<file path="config.mk">
export PLATFORM = sky130hd
export DESIGN_NAME = five_channel_pulse_modulator
export DESIGN_NICKNAME = d
export VERILOG_FILES = /design/src/hw/pulse_mod_pkg.sv /design/src/hw/five_channel_pulse_modulator.sv
export VERILOG_INCLUDE_DIRS = /design/src /design/src/hw
export SDC_FILE = /design/constraint.sdc
export NUM_CORES = 1
export LEC_CHECK = 0
export ABC_AREA = 1
export BUFFER_PORTS_ARGS = -buffer_cell sky130_fd_sc_hd__buf_2
export CORE_MARGIN = 4
export CORE_UTILIZATION = 49
export DETAILED_ROUTE_END_ITERATION = 16
export PLACE_DENSITY = 0.86
export SLEW_MARGIN = 40
export SYNTH_ARGS = -nofsm -noshare
export SYNTH_HDL_FRONTEND = slang
export SYNTH_SLANG_ARGS = --single-unit
export TNS_END_PERCENT = 5
</file>
<file path="constraint.sdc">
create_clock -name i_clk -period 0.9 [get_ports i_clk]
set_input_delay 0.045 -clock i_clk [delete_from_list [all_inputs] [get_ports i_clk]]
set_output_delay 0.045 -clock i_clk [all_outputs]
set_load 0.01 [all_outputs]
</file>
<file path="src/hw/pulse_mod_cfg.svh">
// constants for the five channel pulse modulator
`ifndef PULSE_MOD_CFG_SVH
`define PULSE_MOD_CFG_SVH
`define PM_CHANNELS 5
`define PM_COUNT_LAST 8'hfe
`define PM_STEP_HALVES 2
`define PM_RESET_BYTE 8'h00
`endif

</file>
<file path="src/hw/pulse_mod_pkg.sv">
// types shared by the five channel pulse modulator
package pulse_mod_pkg;
  typedef logic [7:0] byte_t;
  typedef logic [4:0] chan_bits_t;
endpackage : pulse_mod_pkg

</file>
<file path="src/hw/five_channel_pulse_modulator.sv">
// five channel pulse modulator with shared prescaler and counter
//
// What this block does
// (RULE1) five channels share one 8-bit prescaler
// (RULE2) one prescaler and counter for all channels
// (RULE3) counter runs 0 to 254 then wraps
// (RULE4) step lasts 2*(prescale+1) clock periods
// (RULE5) compare above counter drives output high
// (RULE6) compare at or below counter drives low
// (RULE7) 00h holds low, ffh holds high
// (RULE8) new compare value acts at once
// (RULE9) each channel has its own enable
// (RULE10) channel 4 pin needs extra output enable
// (RULE11) reset clears everything, outputs low
`timescale 1ns/1ps
`default_nettype none
`include "pulse_mod_cfg.svh"

module five_channel_pulse_modulator
(
  // clock and reset
  input wire logic i_clk,
  input wire logic i_arst_n,
  // settings
  input wire pulse_mod_pkg::byte_t i_prescale_value,
  input wire pulse_mod_pkg::byte_t i_pulse_compare_0,
  input wire pulse_mod_pkg::byte_t i_pulse_compare_1,
  input wire pulse_mod_pkg::byte_t i_pulse_compare_2,
  input wire pulse_mod_pkg::byte_t i_pulse_compare_3,
  input wire pulse_mod_pkg::byte_t i_pulse_compare_4,
  input wire pulse_mod_pkg::chan_bits_t i_channel_enable,
  input wire logic i_channel4_pin_output_enable,
  // outputs
  output var pulse_mod_pkg::chan_bits_t o_pulse,
  output var pulse_mod_pkg::byte_t o_count
);
  import pulse_mod_pkg::*;

  //----------------------------------------------------------------
  // reset release
  //----------------------------------------------------------------
  logic rst_meta;
  logic rst_n;

  // async assert, two-flop release so every register leaves reset together
  always_ff @(posedge i_clk or negedge i_arst_n)
  begin
    if (!i_arst_n)
    begin
      rst_meta <= 1'b0;
      rst_n <= 1'b0;
    end
    else
    begin
      rst_meta <= 1'b1;
      rst_n <= rst_meta;
    end
  end

  //----------------------------------------------------------------
  // shared prescaler and counter
  //----------------------------------------------------------------
  // prescale counter is 9 bits: 2*(255+1)-1 = 511 fits
  logic [8:0] pre_cnt;
  logic [8:0] step_last;
  logic step_done;
  byte_t count;
  byte_t cmp [`PM_CHANNELS];

  // settings are same-clock software values, no synchroniser needed
  assign step_last = 9'((`PM_STEP_HALVES * ({1'b0, i_prescale_value}
                     + 9'h001)) - 1); // RULE4
  assign step_done = (pre_cnt >= step_last);

  // prescaler; the >= compare recovers at once if prescale shrinks
  always_ff @(posedge i_clk or negedge rst_n)
  begin
    if (!rst_n)
      pre_cnt <= 9'h000; // RULE11
    else if (step_done)
      pre_cnt <= 9'h000; // RULE1
    else
      pre_cnt <= pre_cnt + 9'h001;
  end

  // one counter for all channels keeps them phase aligned
  always_ff @(posedge i_clk or negedge rst_n)
  begin
    if (!rst_n)
      count <= `PM_RESET_BYTE; // RULE11
    else if (step_done)
    begin
      if (count >= `PM_COUNT_LAST)
        count <= 8'h00; // RULE3
      else
        count <= count + 8'h01; // RULE2
    end
  end

  //----------------------------------------------------------------
  // channel compare
  //----------------------------------------------------------------
  assign cmp[0] = i_pulse_compare_0;
  assign cmp[1] = i_pulse_compare_1;
  assign cmp[2] = i_pulse_compare_2;
  assign cmp[3] = i_pulse_compare_3;
  assign cmp[4] = i_pulse_compare_4;

  function automatic logic level_of(input byte_t c, input byte_t n);
    // counter never reaches ffh, so ffh always compares high
    level_of = (c > n); // RULE5 RULE6 RULE7
  endfunction : level_of

  chan_bits_t next_pulse;

  // compare reads live register, so a new value acts next cycle
  always_comb
  begin
    for (int i = 0; i < `PM_CHANNELS; i++)
      next_pulse[i] = i_channel_enable[i] &
        level_of(cmp[i], count); // RULE9 RULE8
    next_pulse[4] = next_pulse[4] & i_channel4_pin_output_enable; // RULE10
  end

  // outputs registered; one cycle latency behind the counter
  always_ff @(posedge i_clk or negedge rst_n)
  begin
    if (!rst_n)
    begin
      o_pulse <= 5'h00; // RULE11
      o_count <= 8'h00;
    end
    else
    begin
      o_pulse <= next_pulse;
      o_count <= count;
    end
  end

  //----------------------------------------------------------------
  // checks
  //----------------------------------------------------------------
  // helper: a step timer of its own, so the length check does not
  // just re-read the prescaler that it guards
  logic [8:0] gap;
  logic gap_ok;
  byte_t seen_pre;

  // gap_ok drops when the prescale moves, since that step is then odd
  always_ff @(posedge i_clk or negedge rst_n)
  begin
    if (!rst_n)
    begin
      gap <= 9'h000;
      gap_ok <= 1'b0;
      seen_pre <= 8'h00;
    end
    else
    begin
      seen_pre <= i_prescale_value;
      if (step_done)
      begin
        gap <= 9'h000;
        gap_ok <= 1'b1;
      end
      else
      begin
        gap <= gap + 9'h001;
        gap_ok <= gap_ok & (i_prescale_value == seen_pre);
      end
    end
  end

  chk_count_range: assert property ( // RULE3
    @(posedge i_clk) disable iff (!rst_n)
    count <= `PM_COUNT_LAST)
    else $error("counter passed 254");
  chk_count_wrap: assert property ( // RULE3
    @(posedge i_clk) disable iff (!rst_n)
    (step_done && count == `PM_COUNT_LAST) |=> count == 8'h00)
    else $error("counter did not wrap");
  chk_step_hold: assert property ( // RULE4
    @(posedge i_clk) disable iff (!rst_n)
    !step_done |=> $stable(count))
    else $error("counter moved early");
  chk_step_len: assert property ( // RULE4
    @(posedge i_clk) disable iff (!rst_n)
    (step_done && i_prescale_value == 8'h00) |=>
    (!step_done ##1 (step_done || i_prescale_value != 8'h00)))
    else $error("prescale zero step not two cycles");
  chk_step_gap: assert property ( // RULE4
    @(posedge i_clk) disable iff (!rst_n)
    (gap_ok && i_prescale_value == seen_pre) |->
    (step_done == (gap == {i_prescale_value, 1'b1})))
    else $error("counter step length wrong");
  chk_out_high: assert property ( // RULE5
    @(posedge i_clk) disable iff (!rst_n)
    (i_channel_enable[0] && i_pulse_compare_0 > count) |=> o_pulse[0])
    else $error("channel 0 not high");
  chk_out_low: assert property ( // RULE6
    @(posedge i_clk) disable iff (!rst_n)
    (i_pulse_compare_1 <= count) |=> !o_pulse[1])
    else $error("channel 1 not low");
  chk_ffh_high: assert property ( // RULE7
    @(posedge i_clk) disable iff (!rst_n)
    (i_channel_enable[2] && i_pulse_compare_2 == 8'hff) |=> o_pulse[2])
    else $error("ffh not held high");
  chk_zero_low: assert property ( // RULE7
    @(posedge i_clk) disable iff (!rst_n)
    (i_pulse_compare_0 == 8'h00) |=> !o_pulse[0])
    else $error("00h not held low");
  chk_new_compare: assert property ( // RULE8
    @(posedge i_clk) disable iff (!rst_n)
    ($changed(i_pulse_compare_3) && i_channel_enable[3]) |=>
    (o_pulse[3] == ($past(i_pulse_compare_3) > $past(count))))
    else $error("new compare value not applied at once");
  chk_disable_low: assert property ( // RULE9
    @(posedge i_clk) disable iff (!rst_n)
    !i_channel_enable[3] |=> !o_pulse[3])
    else $error("disabled channel driven");
  chk_pin_gate: assert property ( // RULE10
    @(posedge i_clk) disable iff (!rst_n)
    !i_channel4_pin_output_enable |=> !o_pulse[4])
    else $error("channel 4 pin not gated");
  chk_pin_pass: assert property ( // RULE10
    @(posedge i_clk) disable iff (!rst_n)
    (i_channel4_pin_output_enable && i_channel_enable[4] &&
    i_pulse_compare_4 > count) |=> o_pulse[4])
    else $error("channel 4 pin not passed");
  chk_count_sync: assert property ( // RULE2
    @(posedge i_clk) disable iff (!rst_n)
    1'b1 |=> o_count == $past(count))
    else $error("count output lags wrong");
  chk_reset_quiet: assert property ( // RULE11
    @(posedge i_clk)
    !rst_n |-> (o_pulse == 5'h00 && o_count == 8'h00))
    else $error("outputs not cleared in reset");
endmodule : five_channel_pulse_modulator
`default_nettype wire

</file>
After elaboration in Yosys (flattened, before gate mapping)
Index checks and enable logic that the tools add are counted.
{ "word_totals": {"reg_bits": 32, "latchBits": 0, "rom_bits": 0, "n_memories": 0, "mem_bits_rw": 0, "inputBits": 56, "wordCells": 25, "output_inout_bits": 13} }
{ "classes": {"addsub": 4, "n_reduce_logical": 0, "multipliers": 0, "n_lt_le_gt_ge": 7, "eq_ne": 0, "mux": 2, "shift": 0, "n_bitwise": 6, "div": 0} }
{ "op_table": {"columns": ["cell", "count"], "rows": [
  ["$gt A8 B8 Y1", 5],
  ["$add A8 B1 Y8 const B", 2],
  ["$add A9 B1 Y9 const B", 1],
  ["$ge A9 B9 Y1", 1],
  ["$mux W9", 1],
  ["$sub A9 B1 Y9 const B", 1],
  ["$ge A8 B8 Y1 const B", 1],
  ["$mux W8", 1],
  ["$and A1 B1 Y1", 6]
]} }

Depth between registers and ports, before layout
Gate-level depths: netlist of the first run.
{ "depth": {"word_depth": 4, "ltp_mapped": 20} }

Least setup slack after synthesis of the first run
Ideal clock, no wire load.
{ "synth_timing": {"path_kind": "input to register", "from": "input port i_prescale_value[0]", "to": "register count[4]", "setup_time_ps": 117, "t_required_ps": 783, "arrival_ps": 1979, "setup_slack_ps": -1197, "path_stages": 19, "cell_sequence": "ha_1 > inv_1 > nand2_1 > nor2_2 > nand2_1 > nor2_4 > nand3_1 > nand2_1 > nand2_1 > ha_1 > nand2_1 > inv_1 > nor2_2 > o21a_1 > buf_6 > nand3_4 > buf_8 > nand2_1 > nand2_1"} }
{ "synth_between": {"elab_chain_cells": 3} }
{ "synth_rtl": {"columns": ["element", "line", "rtl"], "rows": [
  ["from (decl)", "five_channel_pulse_modulator.sv:25", "input wire pulse_mod_pkg::byte_t i_prescale_value,"],
  ["$add A8 B1 Y8", "five_channel_pulse_modulator.sv:72", "+ 9'h001)) - 1);"],
  ["$sub A9 B1 Y9", "five_channel_pulse_modulator.sv:71", "assign step_last = 9'((`PM_STEP_HALVES * ({1'b0, i_prescale_value}"],
  ["$ge A9 B9 Y1", "five_channel_pulse_modulator.sv:73", "assign step_done = (pre_cnt >= step_last);"],
  ["to (signal assigned)", "five_channel_pulse_modulator.sv:90", "count <= `PM_RESET_BYTE;"],
  ["to (signal assigned)", "five_channel_pulse_modulator.sv:96", "count <= count + 8'h01;"],
  ["to (decl)", "five_channel_pulse_modulator.sv:67", "byte_t count;"]
]} }
Every way passes these cells.
A chain may end at the register's enable or synchronous reset.

Final worst setup path of the first run
{ "layout_timing": {"from": "input port i_prescale_value[0]", "to": "register count[1]"} }
Same word-level chain as after synthesis.

==> summary.txt, run 1 <==
Critical path
  • Required time of the critical path: 1.12 ns
  • Worst Path Arrival: 2.07 ns
  • Slowest CP cell: ha_1
  • Reg2Reg Depth: 8
  • CP Capture Type: flop
  • Cell family with most CP delay: simple AND/OR/NAND/NOR gates
  • FF-to-FF End: count[1]
  • Crit-path cells: buf_8 > ha_4 > nand3_1 > nand2_1 > nand2_1 > nor2_4 > xor2_1 > ha_1 > nand2_2 > nor2_4 > nand3_4 > buf_6 > nand3_4 > nand2_2 > nand2_2
  • Crit Path Class: in -> reg
  • Crit-path max FO: 8
  • CP most frequent cell: nand2_2
  • Critical R2R Launch: pre_cnt[6]
  • Critical Path Start Type: input pin
  • Buf+Inv Stages, Crit Path: 2
  • CP peak stage delay: 0.36 ns
  • R2r setup slk: -0.72 ns

Timing
  • Max-slew violation count: 0
  • Hold Vio Cnt, Final: 0
  • RSZ-0062 raised after global routing: true
  • Final setup violation count: 22
  • Skew final: 0.0143 ns
  • Final worst-path cycle share: 2.06
  • Fmax: 540 MHz
  • Worst hold slack: 0.00464 ns
  • Final setup margin: -0.953 ns
  • Min cycle time layout: 1.85 ns

Route
  • Iteration-0 DRC Markers: 277
  • Drt wl/cell: 15.5 µm
  • Vias: 3012
  • WL final: 8610 µm
  • First-pass detailed-route iteration total: 5
  • Post-DRT Antenna Nets: 0
  • Drc violations: 0
  • Routed vias/inst: 5.44

Cells and area
  • Fill count: 384
  • Ratio of cells with drive above 1 in the final layout: 0.376
  • Fin area: 3960 µm²
  • Inserted Diodes: 0
  • Synth-to-layout area growth: 43.8%
  • Multi-input gate area: 1940 µm²
  • Layout Nets: 589
  • Register area: 801 µm²
  • Final std cells w/o fill: 554

Synth
  • Synth area leader: dfrtp_1
  • Synth Register Bits: 32
  • Predominant post-synthesis flop cell: dfrtp_1
  • Yosys warns: 0
  • Most common library cells after synthesis: 87 x nand2_1, 52 x ha_1, 42 x inv_1
  • Syn_nets: 463
  • Most numerous cell in the Yosys netlist: nand2_1
  • Share of the synthesized area in the top cell type: 0.291
  • Synth cell types: 27
  • Syn avg cell area: 7.75 µm²
  • Post-Synthesis Cell Area: 2750 µm²
  • Number of flops mapped to enable cells by yosys: 0
  • Register area share after synthesis: 0.291
  • Leading post-synthesis cells by cell area: dfrtp_1 29%, ha_1 24%, nand2_1 12%, inv_1 5.7%, a21oi_1 5.1%
  • Post-Syn Instances: 355
  • Post-synth ARST share: 1.00

GRT
  • Antenna violations before repair: 0
  • Global-route wire length before repair: 13500 µm
  • Gr usage total: 0.236
  • GRT overflow: 0
  • Vias in the first global route: 3016
  • Pin count of the biggest net entering global routing: 31

Floorplan
  • I/O pin count: 69
  • Die area: 6880 µm²
  • Die width: 82.9 µm
  • Core Region: 5470 µm²
  • Die H: 82.9 µm
  • Initial Utilization: 0.503
  • Row Count: 27

Clocking
  • CTS max path bufs: 2
  • CTS root buffer: clkbuf_8
  • Num CTS Buffers: 5
  • H-tree depth: 2
  • TritonCTS clock tree: done
  • CTS sink count: 32
  • Clock latency on the worst-skew pair: 0.29 ns
  • Clock-pin transition on the worst setup and hold timing paths: 0.08 ns

Placement
  • GPL Wtd Cong: 0.936
  • Area after DPL: 3550 µm²
  • Number of buffers inserted by port buffering: 68
  • DP HPWL: 5830 µm
  • Dpl cells: 537

Worst hold path
  • Hold Path Depth: 3
  • Hold path endpoint: o_pulse[4]
  • HP Class: in -> reg
  • HP Start: i_channel_enable[4]

Pwr
  • Pwr per Cell Area: 1960 nW/µm²
  • Peak VDD IR: 0.000938 V
  • Leakage power: 2.09 nW

Outcome
  • Status: finished with violations
  • Failing checks: negative setup slack

Run
  • Max Cap Viol: 0
area by class of cell:
class	instances	area share
clock buffers	7	0.0244
clock inverters	1	0.00759
inverters	44	0.0424
multi-input cells	277	0.491
flip-flops and latches	32	0.202
well taps	72	0.0228
repair buffers	121	0.210
worst min-delay path, stage by stage:
cell	delay [ns]
buf_2	0.10
nand3_1	0.08
a21oi_1	0.04
logic make-up (layout without fill, tap and decap cells):
kind of cell	after synthesis	after routing	synth area share
other	1	1	0.00136
buffers and inverters	47	173	0.0723
adders and majority gates	52	52	0.236
AOI/OAI and AO/OA	48	48	0.0950
xor gates and xnor gates	7	7	0.0223
and+or+nand+nor	168	169	0.281
DFF	32	32	0.291
worst max path at each step:
stage                   startpoint        to  slack, ns  cells past startpoint
2_1_floorplan  i_prescale_value[0]  count[4]      -1.05                     19
3_3_place_gp   i_prescale_value[0]  count[7]      -1.17                     18
3_5_place_dp   i_prescale_value[0]  count[0]      -1.29                     18
4_1_cts        i_prescale_value[1]  count[0]      -0.88                     18
5_1_grt        i_prescale_value[0]  count[5]      -1.11                     17
6_report       i_prescale_value[0]  count[1]      -0.95                     15
power breakdown:
group / switching, W / internal [W]
logic: 0.00232 / 0.00186
registers: 0.000250 / 0.00179
clock network: 0.000551 / 0.000977
total: 0.00312 / 0.00462
cell usage in the layout, fill, tap and decap left out, types with 2 or more instances in the layout:
| cell type | n |
|---|---|
| xnor2_1 | 3 |
| nand3_4 | 3 |
| xor2_1 | 4 |
| buf_12 | 3 |
| nand2_2 | 16 |
| o21ai_1 | 2 |
| nor3_1 | 5 |
| o21ai_0 | 9 |
| o21bai_1 | 2 |
| a21oi_1 | 27 |
| ha_1 | 46 |
| o21a_1 | 3 |
| dfrtp_1 | 32 |
| nand4_1 | 17 |
| nand2_1 | 72 |
| inv_2 | 9 |
| clkbuf_8 | 7 |
| nand2_4 | 2 |
| nand3b_1 | 2 |
| buf_4 | 43 |
| inv_1 | 34 |
| dlygate4sd3_1 | 3 |
| nor2_4 | 5 |
| nand3_1 | 15 |
| nor2_2 | 9 |
| ha_4 | 6 |
| nor2_1 | 22 |
| buf_2 | 66 |
| buf_6 | 4 |
flip-flops by register name, summed over array words and instances (netlist names):
register	count
pre_cnt	9
o_count	8
count	8
rst_meta	1
o_pulse	5
rst_n	1
stage by stage:
stage	setup WS, ns	power, W	TNS (ns)	util
after floorplan	-1.05	0.00425	-20.04	-
after global placement	-1.17	0.00548	-21.87	0.649
after detailed placement	-1.29	0.00570	-23.78	0.649
after CTS	-0.877	0.00750	-17.16	0.708
after global routing	-1.11	0.00837	-21.07	0.723
final	-0.953	0.00775	-18.50	0.723
layer usage:
layer	track usage	vias to the layer above	wire length [µm]
met5	0	-	0
met4	0.0713	0	276
met3	0.0456	31	527
met2	0.431	134	4460
met1	0.277	1409	3340
li1	-	1438	-
timing repair:
action	in CTS	in global routing
hold endpoints to repair	4	0
gates cloned	2	0
pin swaps	18	14
hold buffers	3	0
gates resized for setup	36	17
setup buffers	4	1
endpoints found under the setup margin	22	22
Note: power is estimated with default switching activity, not from simulation.
==> run 2: changes to the inputs <==
--- a/config.mk
+++ b/config.mk
@@ -6,10 +6,9 @@
 export SDC_FILE = /design/constraint.sdc
 export NUM_CORES = 1
 export LEC_CHECK = 0
-export ABC_AREA = 1
 export BUFFER_PORTS_ARGS = -buffer_cell sky130_fd_sc_hd__buf_2
 export CORE_MARGIN = 4
-export CORE_UTILIZATION = 49
+export CORE_UTILIZATION = 48
 export DETAILED_ROUTE_END_ITERATION = 16
 export PLACE_DENSITY = 0.86
 export SLEW_MARGIN = 40
==> run 2 against run 1 <==
The run still ends with negative setup slack left; global-route usage fell by 1.3 points; core utilization decreased by 0.96 points; critical endpoint is now count[3]; highest routed layer unchanged; first-iteration DRC count decreased by 33%.
==> summary.txt, run 2 <==
Cells and area
  • Register area: 801 µm²
  • Multi-input gate area: 1720 µm²
  • Top Registers: pre_cnt x9, count x8, o_count x8
  • Inserted Diodes: 0
  • Fill count: 344
  • Ratio of cells with drive above 1 in the final layout: 0.401
  • Fin util: 0.713
  • Register name with the most flops: pre_cnt
  • Fin area: 3620 µm²
  • Most common cell after layout, fill and taps aside: buf_2
  • Final std cells w/o fill: 457
  • Max reg flops: 9
  • Layout Nets: 494
  • Synth-to-layout area growth: 44.3%
  • Commonest non-fill, non-tap cells in the layout: 66 x buf_2, 51 x buf_4, 50 x ha_1

Route
  • WL final: 7280 µm
  • Routed vias/inst: 5.57
  • Drt wl/cell: 15.9 µm
  • Vias: 2545
  • Drc violations: 0
  • First-pass detailed-route iteration total: 4
  • Iteration-0 DRC Markers: 185
  • Post-DRT Antenna Nets: 0

Critical path
  • CP peak stage delay: 0.39 ns
  • Crit-path max FO: 7
  • Critical Path Start Type: input pin
  • Reg2Reg Depth: 6
  • Crit-path cells: buf_8 > ha_4 > nor3b_2 > a21oi_2 > o22ai_2 > nand2_1 > xor2_1 > ha_2 > nand4b_4 > a31oi_4 > or2_4 > buf_6 > o211ai_2
  • R2r setup slk: -0.89 ns
  • Worst Path Arrival: 2.27 ns
  • Crit Path Class: in -> reg
  • Required time of the critical path: 1.06 ns
  • FF-to-FF End: count[3]
  • CP Capture Type: flop
  • Slowest CP cell: ha_2
  • Critical R2R Launch: pre_cnt[4]

Synth
  • Synth Register Bits: 32
  • Syn avg cell area: 9.88 µm²
  • Leading post-synthesis cells by cell area: dfrtp_1 32%, ha_1 26%, nand4_1 3.7%, a21oi_1 3.6%, a21o_1 3.6%
  • Synth cell types: 39
  • Share of the synthesized area in the top cell type: 0.319
  • Most common library cells after synthesis: 52 x ha_1, 32 x dfrtp_1, 18 x a21oi_1
  • Post-Syn Instances: 254
  • Number of flops mapped to enable cells by yosys: 0
  • Most numerous cell in the Yosys netlist: ha_1
  • Yosys warns: 0
  • Synth area leader: dfrtp_1
  • Predominant post-synthesis flop cell: dfrtp_1
  • Syn_nets: 362
  • Post-synth ARST share: 1.00
  • Post-Synthesis Cell Area: 2510 µm²
  • Register area share after synthesis: 0.319

Clocking
  • H-tree depth: 2
  • Clock-pin transition on the worst setup and hold timing paths: 0.06 ns
  • TritonCTS clock tree: done
  • Clock latency on the worst-skew pair: 0.29 ns
  • CTS sink count: 32
  • Num CTS Buffers: 5
  • CTS root buffer: clkbuf_8
  • CTS max path bufs: 2

Floorplan
  • Die area: 6450 µm²
  • Initial Utilization: 0.494
  • Die H: 80.3 µm
  • Row Count: 26
  • Core Region: 5070 µm²
  • Die width: 80.3 µm
  • I/O pin count: 69

Placement
  • Number of buffers inserted by port buffering: 68
  • GPL Wtd Cong: 0.868
  • Dpl cells: 442
  • Area after DPL: 3350 µm²
  • DP HPWL: 5380 µm

Worst hold path
  • Hold Path Depth: 3
  • Hold path endpoint: o_pulse[3]
  • HP Start: i_channel_enable[3]
  • HP Class: in -> reg

GRT
  • Vias in the first global route: 2518
  • Antenna violations before repair: 0
  • Global-route wire length before repair: 11200 µm
  • Gr usage total: 0.223
  • Pin count of the biggest net entering global routing: 31
  • GRT overflow: 0

Timing
  • Min cycle time layout: 2.11 ns
  • Hold Vio Cnt, Final: 0
  • Final setup margin: -1.21 ns
  • Final TNS setup: -23.13 ns
  • Max-slew violation count: 0
  • Fmax: 474 MHz
  • RSZ-0062 raised after global routing: true
  • Final worst-path cycle share: 2.34
  • Final setup violation count: 22
  • Skew final: 0.0100 ns

Pwr
  • Clock power frac: 0.199
  • Psw: 0.00257 W
  • Comb power frac: 0.521
  • Total power: 0.00692 W
  • Pwr per Cell Area: 1910 nW/µm²
  • Leakage power: 1.88 nW
  • Share of power burned in registers: 0.280
  • Switch share: 0.371
  • Peak VDD IR: 0.00123 V
  • Int Power: 0.00435 W

Run
  • Max Cap Viol: 0

Outcome
  • Status: finished with violations
  • Failing checks: negative setup slack
-- run 2: power groups by stage --
stage          Combinational, W  Sequential (W)  Clock [W]
2_1_floorplan           0.00173         0.00213          0
3_3_place_gp            0.00308         0.00193          0
3_5_place_dp            0.00329         0.00195          0
4_1_cts                 0.00342         0.00193    0.00136
5_1_grt                 0.00399         0.00197    0.00146
6_report                0.00361         0.00193    0.00138
-- run 2: metal layers --
layer | vias up | routed length, µm | GRT usage
met5 | - | 0 | 0
met4 | 0 | 210 | 0.0997
met3 | 18 | 296 | 0.0359
met2 | 84 | 3860 | 0.398
met1 | 1231 | 2910 | 0.261
li1 | 1212 | - | -
-- run 2: what timing repair did --
| action | in CTS | in global routing |
|---|---|---|
| endpoints found under the setup margin | 22 | 22 |
| hold buffers | 2 | 0 |
| pin swaps | 14 | 10 |
| gates resized for setup | 13 | 17 |
| buffers inserted | 4 | 0 |
| gates cloned | 0 | 1 |
| endpoints found under the hold margin | 3 | 0 |
-- run 2: worst max-delay path by stage --
stage	start	endpoint	slack, ns
global route	i_prescale_value[0]	count[3]	-1.25
CTS	i_prescale_value[1]	count[5]	-1.19
floorplan	i_prescale_value[0]	count[5]	-1.15
finish	i_prescale_value[0]	count[3]	-1.21
detailed placement	i_prescale_value[0]	pre_cnt[4]	-1.51
global placement	i_prescale_value[0]	count[5]	-1.34
-- run 2: cell type report --
type	count	share of cell area
well taps	70	0.0242
clock inverters	2	0.00968
multi-input cells	205	0.474
clock buffers	6	0.0200
flip-flops and latches	32	0.221
repair buffers	126	0.234
inverters	16	0.0173
-- run 2: through the flow --
step	worst slack, ns	hold WS (ns)
after floorplan	-1.15	-0.251
after global routing	-1.25	0.00461
after CTS	-1.19	0.00161
final	-1.21	0.00527
after detailed placement	-1.51	-0.167
after global placement	-1.34	-0.168
-- run 2: logic make-up after synthesis --
group,count (synthesis),share of synthesized area
AND/OR/NAND/NOR,62,0.135
AO/OA/AOI/OAI,75,0.203
adder cells (fa/ha/maj),52,0.259
buffers and inverters,17,0.0284
flip-flops,32,0.319
XOR/XNOR,14,0.0489
other,1,0.00149
multiplexers,1,0.00399
-- run 2: critical path: cells and delay by family --
family / cells / cell delay, ns
adder cells (fa/ha/maj): 2 / 0.64
AND/OR/NAND/NOR: 4 / 0.69
XOR/XNOR: 1 / 0.16
AO/OA/AOI/OAI: 4 / 0.49
buffers and inverters: 2 / 0.23
==> run 3: changes to the inputs <==
--- a/config.mk
+++ b/config.mk
@@ -7,11 +7,12 @@
 export NUM_CORES = 1
 export LEC_CHECK = 0
 export BUFFER_PORTS_ARGS = -buffer_cell sky130_fd_sc_hd__buf_2
+export CAP_MARGIN = 20
 export CORE_MARGIN = 4
-export CORE_UTILIZATION = 48
+export CORE_UTILIZATION = 49
+export CTS_BUF_LIST = sky130_fd_sc_hd__clkbuf_8
 export DETAILED_ROUTE_END_ITERATION = 16
-export PLACE_DENSITY = 0.86
-export SLEW_MARGIN = 40
+export PLACE_DENSITY = 0.87
 export SYNTH_ARGS = -nofsm -noshare
 export SYNTH_HDL_FRONTEND = slang
 export SYNTH_SLANG_ARGS = --single-unit
==> run 3 against run 2 <==
The flow still finishes with violations (negative setup slack); non-clock buffer count shrank 4; wire length increased by 4.9%; combinational power about the same; critical endpoint is now count[7]; largest cell class unchanged; largest power group unchanged; highest routed layer unchanged.
==> summary.txt, run 3 (synthesized netlist as in run 2, its figures left out) <==
Clocking
  • CTS sink count: 32
  • Num CTS Buffers: 5
  • Clock latency on the worst-skew pair: 0.29 ns
  • Clock-pin transition on the worst setup and hold timing paths: 0.07 ns
  • CTS max path bufs: 2
  • CTS root buffer: clkbuf_8
  • H-tree depth: 2
  • TritonCTS clock tree: done

Cells and area
  • Fin util: 0.751
  • Commonest non-fill, non-tap cells in the layout: 66 x buf_2, 51 x ha_1, 42 x buf_4
  • Ratio of cells with drive above 1 in the final layout: 0.386
  • Max reg flops: 9
  • Top Registers: pre_cnt x9, count x8, o_count x8
  • Fill count: 308
  • Register name with the most flops: pre_cnt
  • Final std cells w/o fill: 450
  • Layout Nets: 490
  • Synth-to-layout area growth: 45.2%
  • Most common cell after layout, fill and taps aside: buf_2
  • Fin area: 3640 µm²
  • Inserted Diodes: 0

Timing
  • Skew final: 0.00707 ns
  • Min cycle time layout: 2.07 ns
  • Max-slew violation count: 0
  • RSZ-0062 raised after global routing: true
  • Fmax: 484 MHz
  • Final setup violation count: 22
  • Final worst-path cycle share: 2.30
  • Final setup margin: -1.17 ns
  • Hold Vio Cnt, Final: 0

Outcome
  • Failing checks: negative setup slack
  • Status: finished with violations

Critical path
  • Crit Path Class: in -> reg
  • CP peak stage delay: 0.36 ns
  • Buf+Inv Stages, Crit Path: 2
  • Crit path launch: i_prescale_value[1]
  • CP Capture Type: flop
  • Crit-path cells: buf_8 > a211o_1 > a21oi_2 > o21ai_2 > mux2i_1 > xnor2_1 > ha_1 > nand4_1 > a31oi_4 > buf_6 > o2111ai_2 > a22oi_1
  • Critical R2R Launch: pre_cnt[4]
  • Worst Path Arrival: 2.26 ns
  • Cell family with most CP delay: compound AO/OA/AOI/OAI gates
  • Crit-path max FO: 6
  • Required time of the critical path: 1.09 ns
  • Critical Path Start Type: input pin
  • Slowest CP cell: ha_1

Placement
  • Pre-CTS setup slack: -1.51 ns
  • Dpl cells: 434
  • GPL Wtd Cong: 0.939
  • Number of buffers inserted by port buffering: 68
  • Area after DPL: 3330 µm²
  • DP HPWL: 5150 µm

Route
  • WL final: 7640 µm
  • First-pass detailed-route iteration total: 11
  • Iteration-0 DRC Markers: 179
  • Routed vias/inst: 5.71
  • Drc violations: 0
  • Drt wl/cell: 17.0 µm
  • Vias: 2568
  • Post-DRT Antenna Nets: 0

Pwr
  • Pwr per Cell Area: 1940 nW/µm²
  • Leakage power: 1.88 nW
  • Peak VDD IR: 0.00100 V

Floorplan
  • Die width: 79.6 µm
  • I/O pin count: 69
  • Die area: 6330 µm²
  • Core Region: 4850 µm²
  • Initial Utilization: 0.517
  • Die H: 79.6 µm
  • Row Count: 25

GRT
  • Pin count of the biggest net entering global routing: 31
  • Vias in the first global route: 2727
  • Global-route wire length before repair: 12400 µm
  • GRT overflow: 0
  • Gr usage total: 0.254
  • Antenna violations before repair: 0

Run
  • Max Cap Viol: 0

Worst hold path
  • HP Class: in -> reg
  • HP Start: i_channel_enable[4]
==> run 3: final timing paths <==
path	to	slack, ns	cells after the start
worst max-delay path	count[7]	-1.17	12
worst min-delay path	o_pulse[4]	0.01	3
worst max register to register	count[5]	-0.87	5
worst min register to register	o_count[0]	0.21	1
max in group asynchronous	count[5]	0.50	1
min in group asynchronous	rst_meta	0.08	2
==> run 3: area by class of cell <==
cell class	count	area, µm²	share of cell area
clock inverter	1	30.0	0.00824
multi-input combinational	205	1720	0.473
clock buffer	7	96.3	0.0265
sequential	32	801	0.220
timing repair buffer	122	847	0.233
inverter	16	60.1	0.0165
tap	67	83.8	0.0230
==> run 3: layer usage <==
layer  part of all wire  global-route usage
met5                  0                   0
met4              0.036               0.134
met3              0.062              0.0305
met2               0.52               0.463
met1               0.38               0.285
==> run 3: report_power, final <==
part,internal [W],switching (W),leakage [nW]
clock network,0.000977,0.000548,0.0645
registers,0.00176,0.000195,0.392
logic,0.00173,0.00185,1.42
total,0.00446,0.00259,1.88
==> run 3: what timing repair did <==
item	in CTS	in global routing
pin swaps	15	11
gates resized for setup	19	9
buffers inserted	1	0
cloned	0	1
endpoints found under the setup margin	22	22
hold buffers	6	0
hold endpoints to repair	7	0
==> run 3: tightest hold or removal path, stage by stage <==
cell and delay (ns):
buf_2 0.09, o211ai_1 0.08, a21oi_1 0.04
==> run 3: per-stage QoR <==
stage	TNS, ns	hold WS, ns	total power [W]
floorplan	-23.27	-0.251	0.00386
global placement	-25.89	-0.169	0.00502
detailed placement	-28.37	-0.166	0.00521
CTS	-21.42	0.00963	0.00692
global route	-24.29	0.0476	0.00755
finish	-22.75	0.0129	0.00706
